==> src/ftim_pkg.sv <==
// Package: constants and types for the fastening timer and input map block
// How it works
// - Valve close timer starts at judge wait expiry; valve drops on its expiry.
// - Reverse done timer ends reverse operation only in fastening mode 9.
// - Pin alignment timer starts at torque judgment; measurement held until expiry.
// - Pin alignment value 0 means no pause after judgment.
// - Pace control timer counts seconds, used only when pace select is 2 or 3.
// - Year field 0 to 255 is an offset from year 2000.
// - Month and day arrive as one decimal value 0101 to 1231.
// - Hour and minute arrive as one decimal value 0000 to 2359.
// - Five input terminals, each mapped to a function code by configuration.
// - Code 1 is judgment trigger at select 0, process start at 1 or 2.
// - Code 2 is external start for continuous tools.
// - Code 3 reloads remaining count from the total, or clears only the error while one is active.
// - Code 4 is the second judgment trigger at pace select 1.
// - Code 5 forces count-good even with fasteners remaining.
// - Code 6 click wrench pulses each decrement the remaining count, down to zero.
// - Codes 7 to 9 are encoded program select lines at scheme 0.
// - Codes 10 to 14 are one-per-program lines at scheme 1.
// - Code 15 stops the tool externally.
// - A map with one code on two terminals is refused.
// - Five output terminals, each mapped to an output function.
// - Judge wait timer starts at fastening done; judgment output waits for it.
package ftim_pkg;
    localparam int CLK_HZ = 10_000_000;
    localparam int MS_PER_S = 1000;
    localparam int TICK_MS_CYCLES = CLK_HZ / 1000;
    localparam int TIME_W = 14;
    localparam int NUM_IN = 5;
    localparam int NUM_OUT = 5;
    localparam int CODE_W = 5;
    localparam logic [TIME_W-1:0] JUDGE_WAIT_DEF = 14'd300;
    localparam logic [TIME_W-1:0] VALVE_CLOSE_DEF = 14'd300;
    localparam logic [TIME_W-1:0] REVERSE_DONE_DEF = 14'd300;
    localparam logic [TIME_W-1:0] PIN_ALIGN_DEF = 14'd0;
    localparam logic [TIME_W-1:0] PACE_DEF = 14'd100;
    localparam logic [TIME_W-1:0] TIME_MAX = 14'd9999;
    localparam logic [TIME_W-1:0] JUDGE_WAIT_MIN = 14'd100;
    localparam logic [3:0] FMODE_REVERSE = 4'h9;
    localparam logic [1:0] PACE_JUDGE = 2'h0;
    localparam logic [1:0] PACE_TWO = 2'h1;
    localparam logic [1:0] PACE_TIME_A = 2'h2;
    localparam logic [1:0] PACE_TIME_B = 2'h3;
    localparam logic [11:0] YEAR_BASE = 12'd2000;
    localparam logic [10:0] MD_MIN = 11'd101;
    localparam logic [10:0] MD_MAX = 11'd1231;
    localparam logic [11:0] HM_MAX = 12'd2359;
    localparam logic [15:0] REMAIN_DEF = 16'd1;
    // Function codes
    localparam logic [CODE_W-1:0] FN_JUDGE1 = 5'h01;
    localparam logic [CODE_W-1:0] FN_START = 5'h02;
    localparam logic [CODE_W-1:0] FN_RESET = 5'h03;
    localparam logic [CODE_W-1:0] FN_JUDGE2 = 5'h04;
    localparam logic [CODE_W-1:0] FN_FORCE = 5'h05;
    localparam logic [CODE_W-1:0] FN_CLICK = 5'h06;
    localparam logic [CODE_W-1:0] FN_PROG_A = 5'h07;
    localparam logic [CODE_W-1:0] FN_PROG_1 = 5'h0A;
    localparam logic [CODE_W-1:0] FN_STOP = 5'h0F;
    localparam int NUM_FN = 16;
    localparam int NUM_OFN = 19;
    localparam logic [CODE_W*NUM_IN-1:0] IN_MAP_DEF = {5'h08, 5'h07, 5'h03, 5'h02, 5'h01};
    localparam logic [CODE_W*NUM_OUT-1:0] OUT_MAP_DEF = {5'h05, 5'h04, 5'h03, 5'h02, 5'h01};
    typedef enum logic [2:0] {FTIM_IDLE, FTIM_WAIT, FTIM_VALVE, FTIM_REV, FTIM_PIN} ftim_state_e;
endpackage

==> src/ftim_tick_if.sv <==
// Interface: shared timing ticks between the top and its timers
`timescale 1ns/1ps
`default_nettype none
interface ftim_tick_if;
    logic tick_ms;
    logic tick_s;
    modport src (output tick_ms, output tick_s);
    modport dst (input tick_ms, input tick_s);
endinterface
`default_nettype wire

==> src/ftim_ticker.sv <==
// Tick generator: 1 ms and 1 s pulses from the system clock
`timescale 1ns/1ps
`default_nettype none
module ftim_ticker
    import ftim_pkg::*;
(
    input wire logic clk,
    input wire logic rst_n,
    ftim_tick_if.src ticks
);
    logic [13:0] ms_cnt_reg;
    logic [9:0] s_cnt_reg;
    // Millisecond divider, one-cycle tick
    always_ff @(posedge clk or negedge rst_n) begin
        if (!rst_n) begin
            ms_cnt_reg <= 14'h0000;
            ticks.tick_ms <= 1'b0;
        end else begin
            ticks.tick_ms <= (ms_cnt_reg == 14'(TICK_MS_CYCLES - 1));
            ms_cnt_reg <= (ms_cnt_reg == 14'(TICK_MS_CYCLES - 1)) ? 14'h0000 : ms_cnt_reg + 14'h0001;
        end
    end
    // Second divider counts millisecond ticks
    always_ff @(posedge clk or negedge rst_n) begin
        if (!rst_n) begin
            s_cnt_reg <= 10'h000;
            ticks.tick_s <= 1'b0;
        end else begin
            ticks.tick_s <= ticks.tick_ms && (s_cnt_reg == 10'(MS_PER_S - 1));
            if (ticks.tick_ms) begin
                s_cnt_reg <= (s_cnt_reg == 10'(MS_PER_S - 1)) ? 10'h000 : s_cnt_reg + 10'h001;
            end
        end
    end
endmodule
`default_nettype wire

==> src/ftim_timer.sv <==
// One-shot down counter with a single-cycle expiry pulse
`timescale 1ns/1ps
`default_nettype none
module ftim_timer
    import ftim_pkg::*;
#(
    parameter bit USE_SEC = 1'b0
) (
    input wire logic clk,
    input wire logic rst_n,
    ftim_tick_if.dst ticks,
    input wire logic start,
    input wire logic abort,
    input wire logic [TIME_W-1:0] preset,
    output logic running,
    output logic expired
);
    logic [TIME_W-1:0] cnt_reg;
    logic tick;
    assign tick = USE_SEC ? ticks.tick_s : ticks.tick_ms;
    // Count down on ticks; zero preset expires at once
    always_ff @(posedge clk or negedge rst_n) begin
        if (!rst_n) begin
            cnt_reg <= '0;
            running <= 1'b0;
            expired <= 1'b0;
        end else begin
            expired <= 1'b0;
            if (abort) begin
                running <= 1'b0;
            end else if (start) begin
                cnt_reg <= preset;
                running <= (preset != '0);
                expired <= (preset == '0);
            end else if (running && tick) begin
                cnt_reg <= cnt_reg - 1'b1;
                if (cnt_reg == {{(TIME_W-1){1'b0}}, 1'b1}) begin
                    running <= 1'b0;
                    expired <= 1'b1;
                end
            end
        end
    end
endmodule
`default_nettype wire

==> src/ftim_core.sv <==
// Top: sequencing timers, calendar load and input/output terminal mapping
`timescale 1ns/1ps
`default_nettype none
module ftim_core
    import ftim_pkg::*;
(
    input wire logic clk,
    input wire logic rst_n,
    input wire logic [ftim_pkg::TIME_W-1:0] judge_wait_ms,
    input wire logic [ftim_pkg::TIME_W-1:0] valve_close_ms,
    input wire logic [ftim_pkg::TIME_W-1:0] reverse_done_ms,
    input wire logic [ftim_pkg::TIME_W-1:0] pin_align_ms,
    input wire logic [ftim_pkg::TIME_W-1:0] pace_timer_s,
    input wire logic [3:0] fastening_mode,
    input wire logic [1:0] pace_control_select,
    input wire logic program_select_scheme,
    input wire logic fastening_done,
    input wire logic torque_judged,
    input wire logic pace_start,
    input wire logic error_active,
    input wire logic [15:0] fastener_total,
    input wire logic [7:0] year_in,
    input wire logic [10:0] month_day_in,
    input wire logic [11:0] hour_min_in,
    input wire logic cal_load,
    input wire logic [ftim_pkg::CODE_W*ftim_pkg::NUM_IN-1:0] in_map,
    input wire logic map_load,
    input wire logic [ftim_pkg::NUM_IN-1:0] in_pins,
    input wire logic [ftim_pkg::CODE_W*ftim_pkg::NUM_OUT-1:0] out_map,
    input wire logic [ftim_pkg::NUM_OFN-1:0] out_functions,
    output logic [ftim_pkg::NUM_OUT-1:0] out_pins,
    output logic valve_on,
    output logic reverse_end,
    output logic measure_hold,
    output logic judge_out,
    output logic pace_expired,
    output logic map_refused,
    output logic cal_refused,
    output logic [11:0] cal_year,
    output logic [3:0] cal_month,
    output logic [4:0] cal_day,
    output logic [4:0] cal_hour,
    output logic [5:0] cal_minute,
    output logic judge_trigger,
    output logic process_start,
    output logic ext_start,
    output logic error_clear,
    output logic force_count_good,
    output logic [15:0] remaining,
    output logic [2:0] program_no,
    output logic tool_stop
);
    ////////////////////////////////////////////////////////////////////////
    ftim_tick_if ticks ();
    ftim_ticker u_ticker (.clk(clk), .rst_n(rst_n), .ticks(ticks));

    ftim_state_e state_reg;
    logic judge_exp, valve_exp, rev_exp, pin_exp, pace_exp;
    logic judge_run, valve_run, rev_run, pin_run, pace_run;
    logic [TIME_W-1:0] jw_preset;

    // Clamp judge wait into its legal span
    always_comb begin
        jw_preset = judge_wait_ms;
        if (judge_wait_ms < JUDGE_WAIT_MIN) begin
            jw_preset = JUDGE_WAIT_MIN;
        end else if (judge_wait_ms > TIME_MAX) begin
            jw_preset = TIME_MAX;
        end
    end

    ftim_timer u_judge (.clk(clk), .rst_n(rst_n), .ticks(ticks), .start(fastening_done && state_reg == FTIM_IDLE),
        .abort(1'b0), .preset(jw_preset), .running(judge_run), .expired(judge_exp));
    ftim_timer u_valve (.clk(clk), .rst_n(rst_n), .ticks(ticks), .start(judge_exp), .abort(1'b0),
        .preset(valve_close_ms == '0 ? {{(TIME_W-1){1'b0}}, 1'b1} : valve_close_ms),
        .running(valve_run), .expired(valve_exp));
    ftim_timer u_rev (.clk(clk), .rst_n(rst_n), .ticks(ticks),
        .start(valve_exp && fastening_mode == FMODE_REVERSE), .abort(1'b0),
        .preset(reverse_done_ms), .running(rev_run), .expired(rev_exp));
    ftim_timer u_pin (.clk(clk), .rst_n(rst_n), .ticks(ticks), .start(torque_judged), .abort(1'b0),
        .preset(pin_align_ms), .running(pin_run), .expired(pin_exp));
    ftim_timer #(.USE_SEC(1'b1)) u_pace (.clk(clk), .rst_n(rst_n), .ticks(ticks),
        .start(pace_start && (pace_control_select == PACE_TIME_A || pace_control_select == PACE_TIME_B)),
        .abort(pace_control_select == PACE_JUDGE || pace_control_select == PACE_TWO),
        .preset(pace_timer_s == '0 ? {{(TIME_W-1){1'b0}}, 1'b1} : pace_timer_s),
        .running(pace_run), .expired(pace_exp));

    ////////////////////////////////////////////////////////////////////////
    // Sequence: wait, valve close, optional reverse; a new fastening waits for idle
    always_ff @(posedge clk or negedge rst_n) begin
        if (!rst_n) begin
            state_reg <= FTIM_IDLE;
        end else begin
            case (state_reg)
                FTIM_IDLE: begin
                    if (fastening_done) state_reg <= FTIM_WAIT;
                end
                FTIM_WAIT: begin
                    if (judge_exp) state_reg <= FTIM_VALVE;
                end
                FTIM_VALVE: begin
                    if (valve_exp) begin
                        state_reg <= (fastening_mode == FMODE_REVERSE) ? FTIM_REV : FTIM_IDLE;
                    end
                end
                FTIM_REV: begin
                    if (rev_exp) state_reg <= FTIM_IDLE;
                end
                default: state_reg <= FTIM_IDLE;
            endcase
        end
    end

    // Timer driven outputs; valve stays open until the close timer ends
    always_ff @(posedge clk or negedge rst_n) begin
        if (!rst_n) begin
            valve_on <= 1'b1;
            reverse_end <= 1'b0;
            measure_hold <= 1'b0;
            judge_out <= 1'b0;
            pace_expired <= 1'b0;
        end else begin
            if (valve_exp) valve_on <= 1'b0;
            else if (fastening_done && state_reg == FTIM_IDLE) valve_on <= 1'b1;
            reverse_end <= rev_exp;
            judge_out <= judge_exp;
            // Zero preset gives no run cycle, so no hold at all
            measure_hold <= pin_run && !pin_exp;
            pace_expired <= pace_exp;
        end
    end

    ////////////////////////////////////////////////////////////////////////
    // Calendar: decimal fields split and range checked before loading
    logic [3:0] md_m;
    logic [6:0] md_d;
    logic [4:0] hm_h;
    logic [6:0] hm_m;
    logic cal_ok;
    always_comb begin
        md_m = 4'(month_day_in / 11'd100);
        md_d = 7'(month_day_in % 11'd100);
        hm_h = 5'(hour_min_in / 12'd100);
        hm_m = 7'(hour_min_in % 12'd100);
        cal_ok = (month_day_in >= MD_MIN) && (month_day_in <= MD_MAX) && md_m >= 4'h1 && md_m <= 4'hC
            && md_d >= 7'h01 && md_d <= 7'h1F && hour_min_in <= HM_MAX && hm_h <= 5'h17 && hm_m <= 7'h3B;
    end
    always_ff @(posedge clk or negedge rst_n) begin
        if (!rst_n) begin
            cal_year <= YEAR_BASE;
            cal_month <= 4'h1;
            cal_day <= 5'h01;
            cal_hour <= 5'h00;
            cal_minute <= 6'h00;
            cal_refused <= 1'b0;
        end else if (cal_load) begin
            cal_refused <= !cal_ok;
            if (cal_ok) begin
                cal_year <= YEAR_BASE + {4'h0, year_in};
                cal_month <= md_m;
                cal_day <= 5'(md_d);
                cal_hour <= hm_h;
                cal_minute <= 6'(hm_m);
            end
        end
    end

    ////////////////////////////////////////////////////////////////////////
    // Map check: legal codes only, no code on two terminals
    function automatic logic map_bad(input logic [CODE_W*NUM_IN-1:0] m);
        logic bad;
        bad = 1'b0;
        for (int i = 0; i < NUM_IN; i++) begin
            if (m[i*CODE_W +: CODE_W] == '0 || m[i*CODE_W +: CODE_W] > FN_STOP) bad = 1'b1;
            for (int j = i + 1; j < NUM_IN; j++) begin
                if (m[i*CODE_W +: CODE_W] == m[j*CODE_W +: CODE_W]) bad = 1'b1;
            end
        end
        return bad;
    endfunction
    logic [CODE_W*NUM_IN-1:0] in_map_reg;
    logic [CODE_W*NUM_OUT-1:0] out_map_reg;
    always_ff @(posedge clk or negedge rst_n) begin
        if (!rst_n) begin
            in_map_reg <= IN_MAP_DEF;
            out_map_reg <= OUT_MAP_DEF;
            map_refused <= 1'b0;
        end else if (map_load) begin
            map_refused <= map_bad(in_map) || map_bad_out(out_map);
            if (!map_bad(in_map) && !map_bad_out(out_map)) begin
                in_map_reg <= in_map;
                out_map_reg <= out_map;
            end
        end
    end
    function automatic logic map_bad_out(input logic [CODE_W*NUM_OUT-1:0] m);
        logic bad;
        bad = 1'b0;
        for (int i = 0; i < NUM_OUT; i++) begin
            if (m[i*CODE_W +: CODE_W] == '0 || m[i*CODE_W +: CODE_W] >= 5'(NUM_OFN)) bad = 1'b1;
            for (int j = i + 1; j < NUM_OUT; j++) begin
                if (m[i*CODE_W +: CODE_W] == m[j*CODE_W +: CODE_W]) bad = 1'b1;
            end
        end
        return bad;
    endfunction

    // Pin synchronisers: three stages, change taken when stages two and three agree
    logic [NUM_IN-1:0] s1_reg, s2_reg, s3_reg, pin_reg;
    always_ff @(posedge clk or negedge rst_n) begin
        if (!rst_n) begin
            s1_reg <= '0;
            s2_reg <= '0;
            s3_reg <= '0;
            pin_reg <= '0;
        end else begin
            s1_reg <= in_pins;
            s2_reg <= s1_reg;
            s3_reg <= s2_reg;
            for (int i = 0; i < NUM_IN; i++) begin
                if (s2_reg[i] == s3_reg[i]) pin_reg[i] <= s3_reg[i];
            end
        end
    end

    // Route terminals to function lines; extra slot catches nothing
    logic [NUM_FN-1:0] fn_lvl, fn_prev_reg, fn_rise;
    always_comb begin
        fn_lvl = '0;
        for (int i = 0; i < NUM_IN; i++) begin
            fn_lvl[in_map_reg[i*CODE_W +: 4]] = fn_lvl[in_map_reg[i*CODE_W +: 4]] | pin_reg[i];
        end
        fn_lvl[0] = 1'b0;
        fn_rise = fn_lvl & ~fn_prev_reg;
    end

    ////////////////////////////////////////////////////////////////////////
    // Function actions
    always_ff @(posedge clk or negedge rst_n) begin
        if (!rst_n) begin
            fn_prev_reg <= '0;
            judge_trigger <= 1'b0;
            process_start <= 1'b0;
            ext_start <= 1'b0;
            error_clear <= 1'b0;
            force_count_good <= 1'b0;
            tool_stop <= 1'b0;
            program_no <= 3'h0;
            remaining <= REMAIN_DEF;
        end else begin
            fn_prev_reg <= fn_lvl;
            judge_trigger <= (fn_rise[FN_JUDGE1[3:0]] && pace_control_select == PACE_JUDGE)
                || (fn_rise[FN_JUDGE2[3:0]] && pace_control_select == PACE_TWO);
            process_start <= fn_rise[FN_JUDGE1[3:0]]
                && (pace_control_select == PACE_TWO || pace_control_select == PACE_TIME_A);
            ext_start <= fn_lvl[FN_START[3:0]];
            error_clear <= fn_rise[FN_RESET[3:0]] && error_active;
            force_count_good <= fn_rise[FN_FORCE[3:0]];
            tool_stop <= fn_lvl[FN_STOP[3:0]];
            // Reset during error does not reload the count; a reload outside an error wins over a click
            if (fn_rise[FN_RESET[3:0]] && !error_active) remaining <= fastener_total;
            else if (fn_rise[FN_CLICK[3:0]] && remaining != 16'h0000) remaining <= remaining - 16'h0001;
            if (!program_select_scheme) begin
                program_no <= fn_lvl[FN_PROG_A[3:0] +: 3];
            end else begin
                program_no <= 3'h0;
                for (int k = 4; k >= 0; k--) begin
                    if (fn_lvl[FN_PROG_1[3:0] + k]) program_no <= 3'(k + 1);
                end
            end
        end
    end

    // Output terminals pick one function each
    always_ff @(posedge clk or negedge rst_n) begin
        if (!rst_n) begin
            out_pins <= '0;
        end else begin
            for (int i = 0; i < NUM_OUT; i++) begin
                out_pins[i] <= out_functions[out_map_reg[i*CODE_W +: CODE_W]];
            end
        end
    end
endmodule
`default_nettype wire

==> config.mk <==
export PLATFORM = sky130hd
export DESIGN_NAME = ftim_core
export DESIGN_NICKNAME = d
export VERILOG_FILES = /design/src/ftim_pkg.sv /design/src/ftim_tick_if.sv /design/src/ftim_ticker.sv /design/src/ftim_timer.sv /design/src/ftim_core.sv
export SDC_FILE = /design/constraint.sdc
export NUM_CORES = 1
export LEC_CHECK = 0
export BUFFER_PORTS_ARGS = -buffer_cell sky130_fd_sc_hd__buf_2
export CORE_MARGIN = 3
export CORE_UTILIZATION = 58
export DETAILED_ROUTE_END_ITERATION = 16
export GPL_ROUTABILITY_DRIVEN = 1
export HOLD_SLACK_MARGIN = 0.08
export PLACE_DENSITY = 0.84
export SLEW_MARGIN = 10
export SYNTH_ARGS = -nofsm -noshare
export SYNTH_HDL_FRONTEND = slang
export SYNTH_SLANG_ARGS = --single-unit
==> constraint.sdc <==
create_clock -name clk -period 4.9 [get_ports clk]
set_input_delay 0.98 -clock clk [delete_from_list [all_inputs] [get_ports clk]]
set_output_delay 0.98 -clock clk [all_outputs]
set_load 0.05 [all_outputs]
==> out/results.txt, run 1 <==
The flow ran to the end, and the final reports show no timing, DRC or antenna violations. Type of origin of the critical path: an input pin. The tools report the number of clock sinks as 246. After global routing the overflow that remains totals 0.

The register with the most flip-flops in the layout has 25 of them. The run gives 0 as the count of endpoints failing hold in the final timing report. Among all flip-flop cells after synthesis, the most frequent one is sky130_fd_sc_hd__dfrtp_1. Measured along the x axis, the die boundary spans 179 um. The starting utilization of the core area came out at 0.596. The critical path goes through buf_2 > o21ai_0 > o2bb2ai_1 > a221oi_1 > nand2_1 > a211oi_2 > nor2_1 > mux2i_1 > a311oi_1 > nor2b_1 > o31a_1 > a2111oi_2 > o211ai_1 > a21oi_4 > buf_12 > mux2_2. Counting flops with a built-in enable in the synthesized netlist gives 0. CTS placed an instance of sky130_fd_sc_hd__clkbuf_16 at the clock tree root.

Max-cap violations in this run came to 0. The design draws 6710 uW. The length of the first detailed-routing pass in iterations is 6. For the area used by multi-input combinational logic, the log shows 10,300 sq um. The reg-to-reg endpoint is remaining[12]. Once detail routing completed, the nets flagged for antenna violations numbered 0. The maximum level of the CTS H-tree is 1. The tools report the arrival time of the worst setup path as 4.86 ns. The total I/O pin count is 275. The first routing iteration left 1,302 violations.

The library cell used most frequently in the layout, excluding fill and tap cells, is sky130_fd_sc_hd__buf_2. Setup repair after global routing left no endpoint under its margin. The fraction of final layout cells with drive strength greater than 1 was 0.252; the final core utilization was 0.689. Static timing analysis puts the maximum clock frequency at 0.225 GHz. The total track usage was 0.279.

The run gives 29,100 sq um as the core footprint. In the final routed layout, each cell accounts on average for 18.1 um. The internal power consumption was 4350 uW; the maximum VDD drop was 0.515 mV. The clock passes through at most 3 buffers. For the global-route wire length before repair, the log shows 74,400 um. The type of the worst setup path was in -> reg. The detailed router put a total of 19,200 um of wire on met1. The flop and latch count out of synthesis came out at 246. The worst hold path begins at s1_reg[1].

Logic gate share of total power: 0.301. The worst register-to-register path begins at in_map_reg[6]. Post-CTS repair changed the size of 0 cells. The part of the total power dissipated in the clock network is 0.320. Dividing the detail-routed via count by the number of cells gives 6.23. The sequential cells in the finished layout cover a total of 6190 sq um. Counting distinct cell types in the post-synthesis netlist gives 105. For the worst-skew pair, the clock arrives at the later sink with an insertion delay of 0.55 ns. When the netlist entered floorplanning its net count stood at 2,176. Required time of the critical path: 5.32 ns. Detailed routing placed a total of 22,500 um of wire on met2. For this design the static power due to leakage is 0.00841 uW. After detailed routing, no signal wire sits above met5.

The hold buffer count at cts came out at 0. The number of placement rows was 62. The top cell types in the final layout, fill and taps aside, are 273 x sky130_fd_sc_hd__buf_2, 222 x sky130_fd_sc_hd__dfrtp_1, 182 x sky130_fd_sc_hd__nand2_1.

The run gives 34,700 um as the half-perimeter wire length after detailed placement. The run gives 0.86 ns as the setup slack of the most critical reg-to-reg path. Buffers inserted during clock tree synthesis total 28.

The run gives 15,200 as the via count of the first global-routing pass. Measured along the y axis, the die boundary spans 179 um. For the gate count after technology mapping, the log shows 1,951. The initial antenna violation count was 6; the total number of nets in the final design was 2,406. The final layout contains routed wiring with a total length of 46,900 um. The congestion estimate from routability-driven global placement came to 0.975. For the finished layout, the period the worst path requires is 4.44 ns.

Along the worst path, the maximum fanout reaches 20. The final cycle utilization of the critical path was 0.906; the power density over the cells was 335 nW/um^2. Summed over all nets, wire length on met3 after detailed routing comes to 3680 um. The fraction of registers with async set or reset after synthesis was 1.00; the switching part of the total power was 0.351. Input and output buffers added on the ports amount to 274. The routed layout has 16,100 vias.

The final routed DRC violation total is 0. Critical path's slowest cell: sky130_fd_sc_hd__a211oi_2. The filler cells instantiated in the layout total 2,236.

For the worst flop-to-flop path, the logic depth is 13. The logs give 101 for the pin count of the biggest net entering global routing and 0 for the number of buffers added for setup after CTS. The cell area that synthesis handed to floorplanning was 17,300 sq um. For the pin with the worst max-slew slack, the measured transition is 1.12 ns.

TritonCTS built the clock tree. Counting instances, the worst hold path has a depth of 0. The power share of the sequential group was 0.378. For this design the total switching power over the nets is 2360 uW. The number of max-slew violations in the final report was 0; the clock slew at the register clock pins of the worst setup and hold paths was 0.06 ns.

The worst setup path is captured at a register. Between clock sinks in the finished design, the worst skew comes to 0.0230 ns. The kind of path behind the tightest hold check was reg -> reg.

The remaining max-slew budget at the tightest pin was 0.250. For the share of synthesized area occupied by flip-flops and latches, the log shows 0.357. The end point of the worst hold path was s2_reg[1].

The area enclosed by the die boundary was 32,000 sq um; the area growth from synthesis to final layout was 15.7%. The total setup violations reported at the end of the flow is 0. The largest stage delay on the critical path is 0.51 ns, and the warning count from the yosys run is 0. The synthesized area per cell is 8.89 sq um.
power by group through the flow:
| stage | Clock (uW) | Combinational, uW | Sequential [uW] |
|---|---|---|---|
| 2_1_floorplan | 0 | 975 | 2980 |
| 3_5_place_dp | 0 | 2010 | 2550 |
| 6_report | 2150 | 2020 | 2540 |
| 4_1_cts | 2190 | 2020 | 2530 |
| 5_1_grt | 2270 | 2170 | 2570 |
| 3_3_place_gp | 0 | 1960 | 2550 |
metal layers:
metal | track usage | vias up
met1 | 0.366 | 7715
met4 | 0.0968 | 2
met3 | 0.0394 | 130
li1 | - | 7525
met5 | 0 | -
met2 | 0.474 | 768
metrics by stage:
step | worst slack [ns] | std cells | hold WS (ns) | area, sq um | TNS, ns
detailed placement | -0.0559 | 2535 | 0.336 | 19100 | -0.497
CTS | 0.502 | 2587 | 0.349 | 20000 | 0
finish | 0.459 | 2592 | 0.348 | 20100 | 0
floorplan | 0.286 | 1951 | 0.331 | 17300 | 0
global placement | 0.0763 | 2535 | 0.334 | 19100 | 0
global route | 0.0287 | 2592 | 0.357 | 20100 | 0
how the worst max path moves through the flow:
stage | from | endpoint | slack (ns) | cells past startpoint
5_1_grt | month_day_in[8] | cal_minute[1] | 0.03 | 16
2_1_floorplan | hour_min_in[10] | cal_day[1] | 0.29 | 16
3_5_place_dp | hour_min_in[11] | cal_minute[1] | -0.06 | 17
3_3_place_gp | hour_min_in[11] | cal_minute[4] | 0.08 | 18
6_report | month_day_in[8] | cal_minute[0] | 0.46 | 16
4_1_cts | month_day_in[8] | cal_minute[1] | 0.50 | 16
cell usage after synthesis, drive strengths merged, types with 7 or more instances:
| cell | n | area [sq um] |
|---|---|---|
| a211o | 8 | 70.1 |
| a211oi | 13 | 108 |
| a21o | 8 | 60.1 |
| a21oi | 79 | 407 |
| a22oi | 11 | 82.6 |
| a31oi | 37 | 253 |
| and2 | 12 | 75.1 |
| and3 | 10 | 62.6 |
| buf | 38 | 231 |
| clkbuf | 99 | 373 |
| dfrtp | 222 | 5560 |
| dfstp | 24 | 631 |
| ha | 19 | 238 |
| inv | 58 | 218 |
| maj3 | 7 | 71.3 |
| mux2 | 87 | 1050 |
| mux2i | 18 | 184 |
| mux4 | 22 | 495 |
| nand2 | 183 | 689 |
| nand2b | 28 | 175 |
| nand3 | 72 | 360 |
| nand3b | 9 | 67.6 |
| nand4 | 20 | 125 |
| nor2 | 158 | 611 |
| nor2b | 27 | 169 |
| nor3 | 77 | 407 |
| nor3b | 9 | 67.6 |
| nor4 | 50 | 313 |
| o2111ai | 8 | 70.1 |
| o211ai | 18 | 135 |
| o21a | 8 | 60.1 |
| o21ai | 142 | 722 |
| o22a | 8 | 70.1 |
| o22ai | 22 | 138 |
| o311ai | 9 | 104 |
| o31a | 7 | 61.3 |
| o31ai | 11 | 82.6 |
| or2 | 13 | 83.8 |
| or3 | 16 | 100 |
| or4 | 12 | 90.1 |
| xnor2 | 112 | 1000 |
| xor2 | 84 | 736 |
cell type report:
class	instances	area share
Clock buffer	44	0.0410
Antenna cell	5	0.000624
Sequential cell	246	0.308
Inverter	58	0.0109
Timing Repair Buffer	337	0.0937
Multi-Input combinational cell	1510	0.515
Tap cell	384	0.0240
Clock inverter	8	0.00630
cell families (layout without fill, tap and decap cells):
family	Yosys count	in the layout	share of synthesized area
and+or+nand+nor	713	713	0.205
AOI/OAI and AO/OA	448	448	0.173
DFF	246	246	0.357
xor gates and xnor gates	196	196	0.100
buffers and inverters	195	447	0.0474
muxes	127	127	0.100
adders and majority gates	26	26	0.0178
other	0	5	0
critical path: cells and delay by family:
family	cells	cell delay, ns
and+or+nand+nor	3	0.32
muxes	2	0.49
AOI/OAI and AO/OA	9	2.59
buffers and inverters	2	0.46
No activity file was read; power rests on OpenSTA's default activity.
==> run 2, diff against run 1 <==
CORE_UTILIZATION = 60   (was 58)
CTS_BUF_LIST = sky130_fd_sc_hd__clkbuf_8   (was unset)
PLACE_DENSITY = 0.87   (was 0.84)
==> out/results.txt, run 2 (synthesis gave the netlist of run 1 again) <==
Flip-flop count of the largest register after layout: 25. The critical path in this run is classified as in -> reg. The final core utilization is 0.713. CTS placed an instance of sky130_fd_sc_hd__clkbuf_8 at the clock tree root. Summed over all nets, the half-perimeter wirelength after detailed placement is 33,800 um. Post-CTS timing repair inserted 0 buffers for setup.

After layout, the minimum clock period comes to 4.58 ns. The initial antenna violation count is 3. The number of max-slew violations in the final report is 0. The final cycle utilization of the critical path is 0.935. For the pin with the worst max-slew slack, the measured transition is 1.16 ns.

Setup violations remaining at the end of the flow were counted as 0. The worst-path maximum fanout is 13, and the total CTS buffers is 43. The critical path goes through buf_2 > nor2_1 > a311oi_1 > o211a_1 > nand2b_1 > a211oi_2 > nor2_1 > mux2i_1 > a311oi_1 > nor2b_1 > o31a_1 > a2111oi_2 > o211ai_1 > a21oi_4 > buf_12 > mux2_2. The flow ran to the end, and the final reports show no timing, DRC or antenna violations. In the routed layout, each cell is associated on average with a via count of 6.21. For this run, the top clock speed supported by timing is 0.218 GHz.

The run gives 3 as the worst-case clock buffer depth. The logs give 0 for the hold buffer count at cts and 0 for the final antenna-violating net count. After clock tree synthesis, the repair step resized 0 gates. The final setup slack of the worst path is 0.320 ns. Arrival time of the worst setup path: 5.02 ns. The library cell used most frequently in the layout, excluding fill and tap cells, is sky130_fd_sc_hd__buf_2. The area growth from synthesis to final layout is 15.7%, and the die width is 176 um.

For the worst setup path, the data required time is 5.34 ns. From bottom edge to top edge, the die measures 176 um. The run gives 61 as the number of placement rows.

The first detailed-routing pass took 6 iterations. Registers take 6190 sq um. 275 I/O pins were placed. Setup repair after global routing left no endpoint under its margin.

Total via count after detailed routing: 16,200. At the later pin of the worst-skew pair, clock insertion delay measures 0.58 ns. The tools report the final routed DRC violation total as 0.

The kind of end point of the critical path was a register. Clock tree synthesis found a total of 246 sinks. Entering global routing, the biggest net connects 124 pins. The die covers 31,000 sq um. The total wire length after detailed routing came out at 46,400 um. The slowest stage of the critical path belongs to the cell sky130_fd_sc_hd__a311oi_1.

The setup clock skew after layout is 0.0383 ns. The power density over the cells is 333 nW/um^2, and the remaining max-slew budget at the tightest pin is 0.220. In the layout the commonest cells are 273 x sky130_fd_sc_hd__buf_2, 222 x sky130_fd_sc_hd__dfrtp_1, 182 x sky130_fd_sc_hd__nand2_1.

The logs give 2,066 for the number of filler instances in the final layout and 0.947 for the routability congestion estimate from global placement. For the count of endpoints failing hold in the final timing report, the log shows 0. During placement, the flow inserted port buffers numbering 274. For the residual overflow from global routing, the log shows 0. The leakage dissipation was 0.00847 uW; the starting DRC count in detailed routing was 1,544. The run gives 15,600 as the via count of the first global-routing pass. The fraction of final layout cells with drive strength greater than 1 is 0.260. In this design, the stage delay of the slowest critical-path cell is 0.55 ns. Total track usage: 0.290.

The kind of path behind the tightest hold check is reg -> reg. The tools report the type of origin of the critical path as an input pin. The clock slew at the register clock pins of the worst setup and hold paths is 0.06 ns. The wire length per cell was 17.8 um; the maximum level of the CTS H-tree was 2. In the final design database the tool counted 2,413 nets. The first global-routing pass estimated 75,700 um of wire. The tools report the core footprint as 28,200 sq um. Before CTS, the worst setup slack after placement is -0.169 ns. The maximum VDD drop came out at 0.557 mV. For the starting utilization of the core area, the log shows 0.616. TritonCTS built the clock tree. The multi-input combinational cells in the finished layout cover a total of 10,300 sq um. In the final timing run, aggregate negative setup slack is 0 ns. The max-cap violation count is 0.
## run 2: final timing paths
kind                                 endpoint  slack (ns)  cells past startpoint             from
worst max-delay path            cal_minute[1]        0.32                     16  month_day_in[7]
worst min-delay path                s2_reg[1]        0.35                      0        s1_reg[1]
worst max register to register  remaining[14]        0.55                     13    in_map_reg[6]
worst min register to register      s2_reg[1]        0.35                      0        s1_reg[1]
max in group asynchronous       in_map_reg[0]        3.42                      2            rst_n
min in group asynchronous         error_clear        0.45                      1            rst_n
## run 2: power breakdown
group          switching, uW  leakage (uW)  internal, uW
Clock                    888      0.000553          1250
Sequential               230       0.00296          2310
Combinational           1280       0.00495           736
## run 2: routing by layer
layer,part of all wire,track usage,vias up
li1,-,-,7540
met1,0.40,0.373,7654
met2,0.49,0.494,839
met3,0.080,0.0499,129
met4,0.029,0.105,0
met5,0,0,-
## run 2: final cells by class
| class | instances | area share |
|---|---|---|
| Tap cell | 378 | 0.0236 |
| Timing Repair Buffer | 329 | 0.0919 |
| Clock buffer | 59 | 0.0405 |
| Sequential cell | 246 | 0.308 |
| Inverter | 58 | 0.0108 |
| Multi-Input combinational cell | 1510 | 0.515 |
| Antenna cell | 3 | 0.000374 |
| Clock inverter | 21 | 0.00985 |
## run 2: per-stage QoR
| stage | area, sq um | hold WS (ns) | total power, uW | instances |
|---|---|---|---|---|
| final | 20100 | 0.346 | 6690 | 2604 |
| after global routing | 20100 | 0.362 | 7010 | 2604 |
| after CTS | 20100 | 0.344 | 6730 | 2601 |
| after detailed placement | 19100 | 0.335 | 4560 | 2521 |
| after global placement | 19100 | 0.335 | 4490 | 2521 |
| after floorplan | 17300 | 0.331 | 3960 | 1951 |
## run 2: worst max-delay path, delay by kind of cell
family / cells / cell delay (ns)
AO/OA/AOI/OAI: 8 / 2.41
AND/OR/NAND/NOR: 4 / 0.80
multiplexers: 2 / 0.48
buffers and inverters: 2 / 0.34
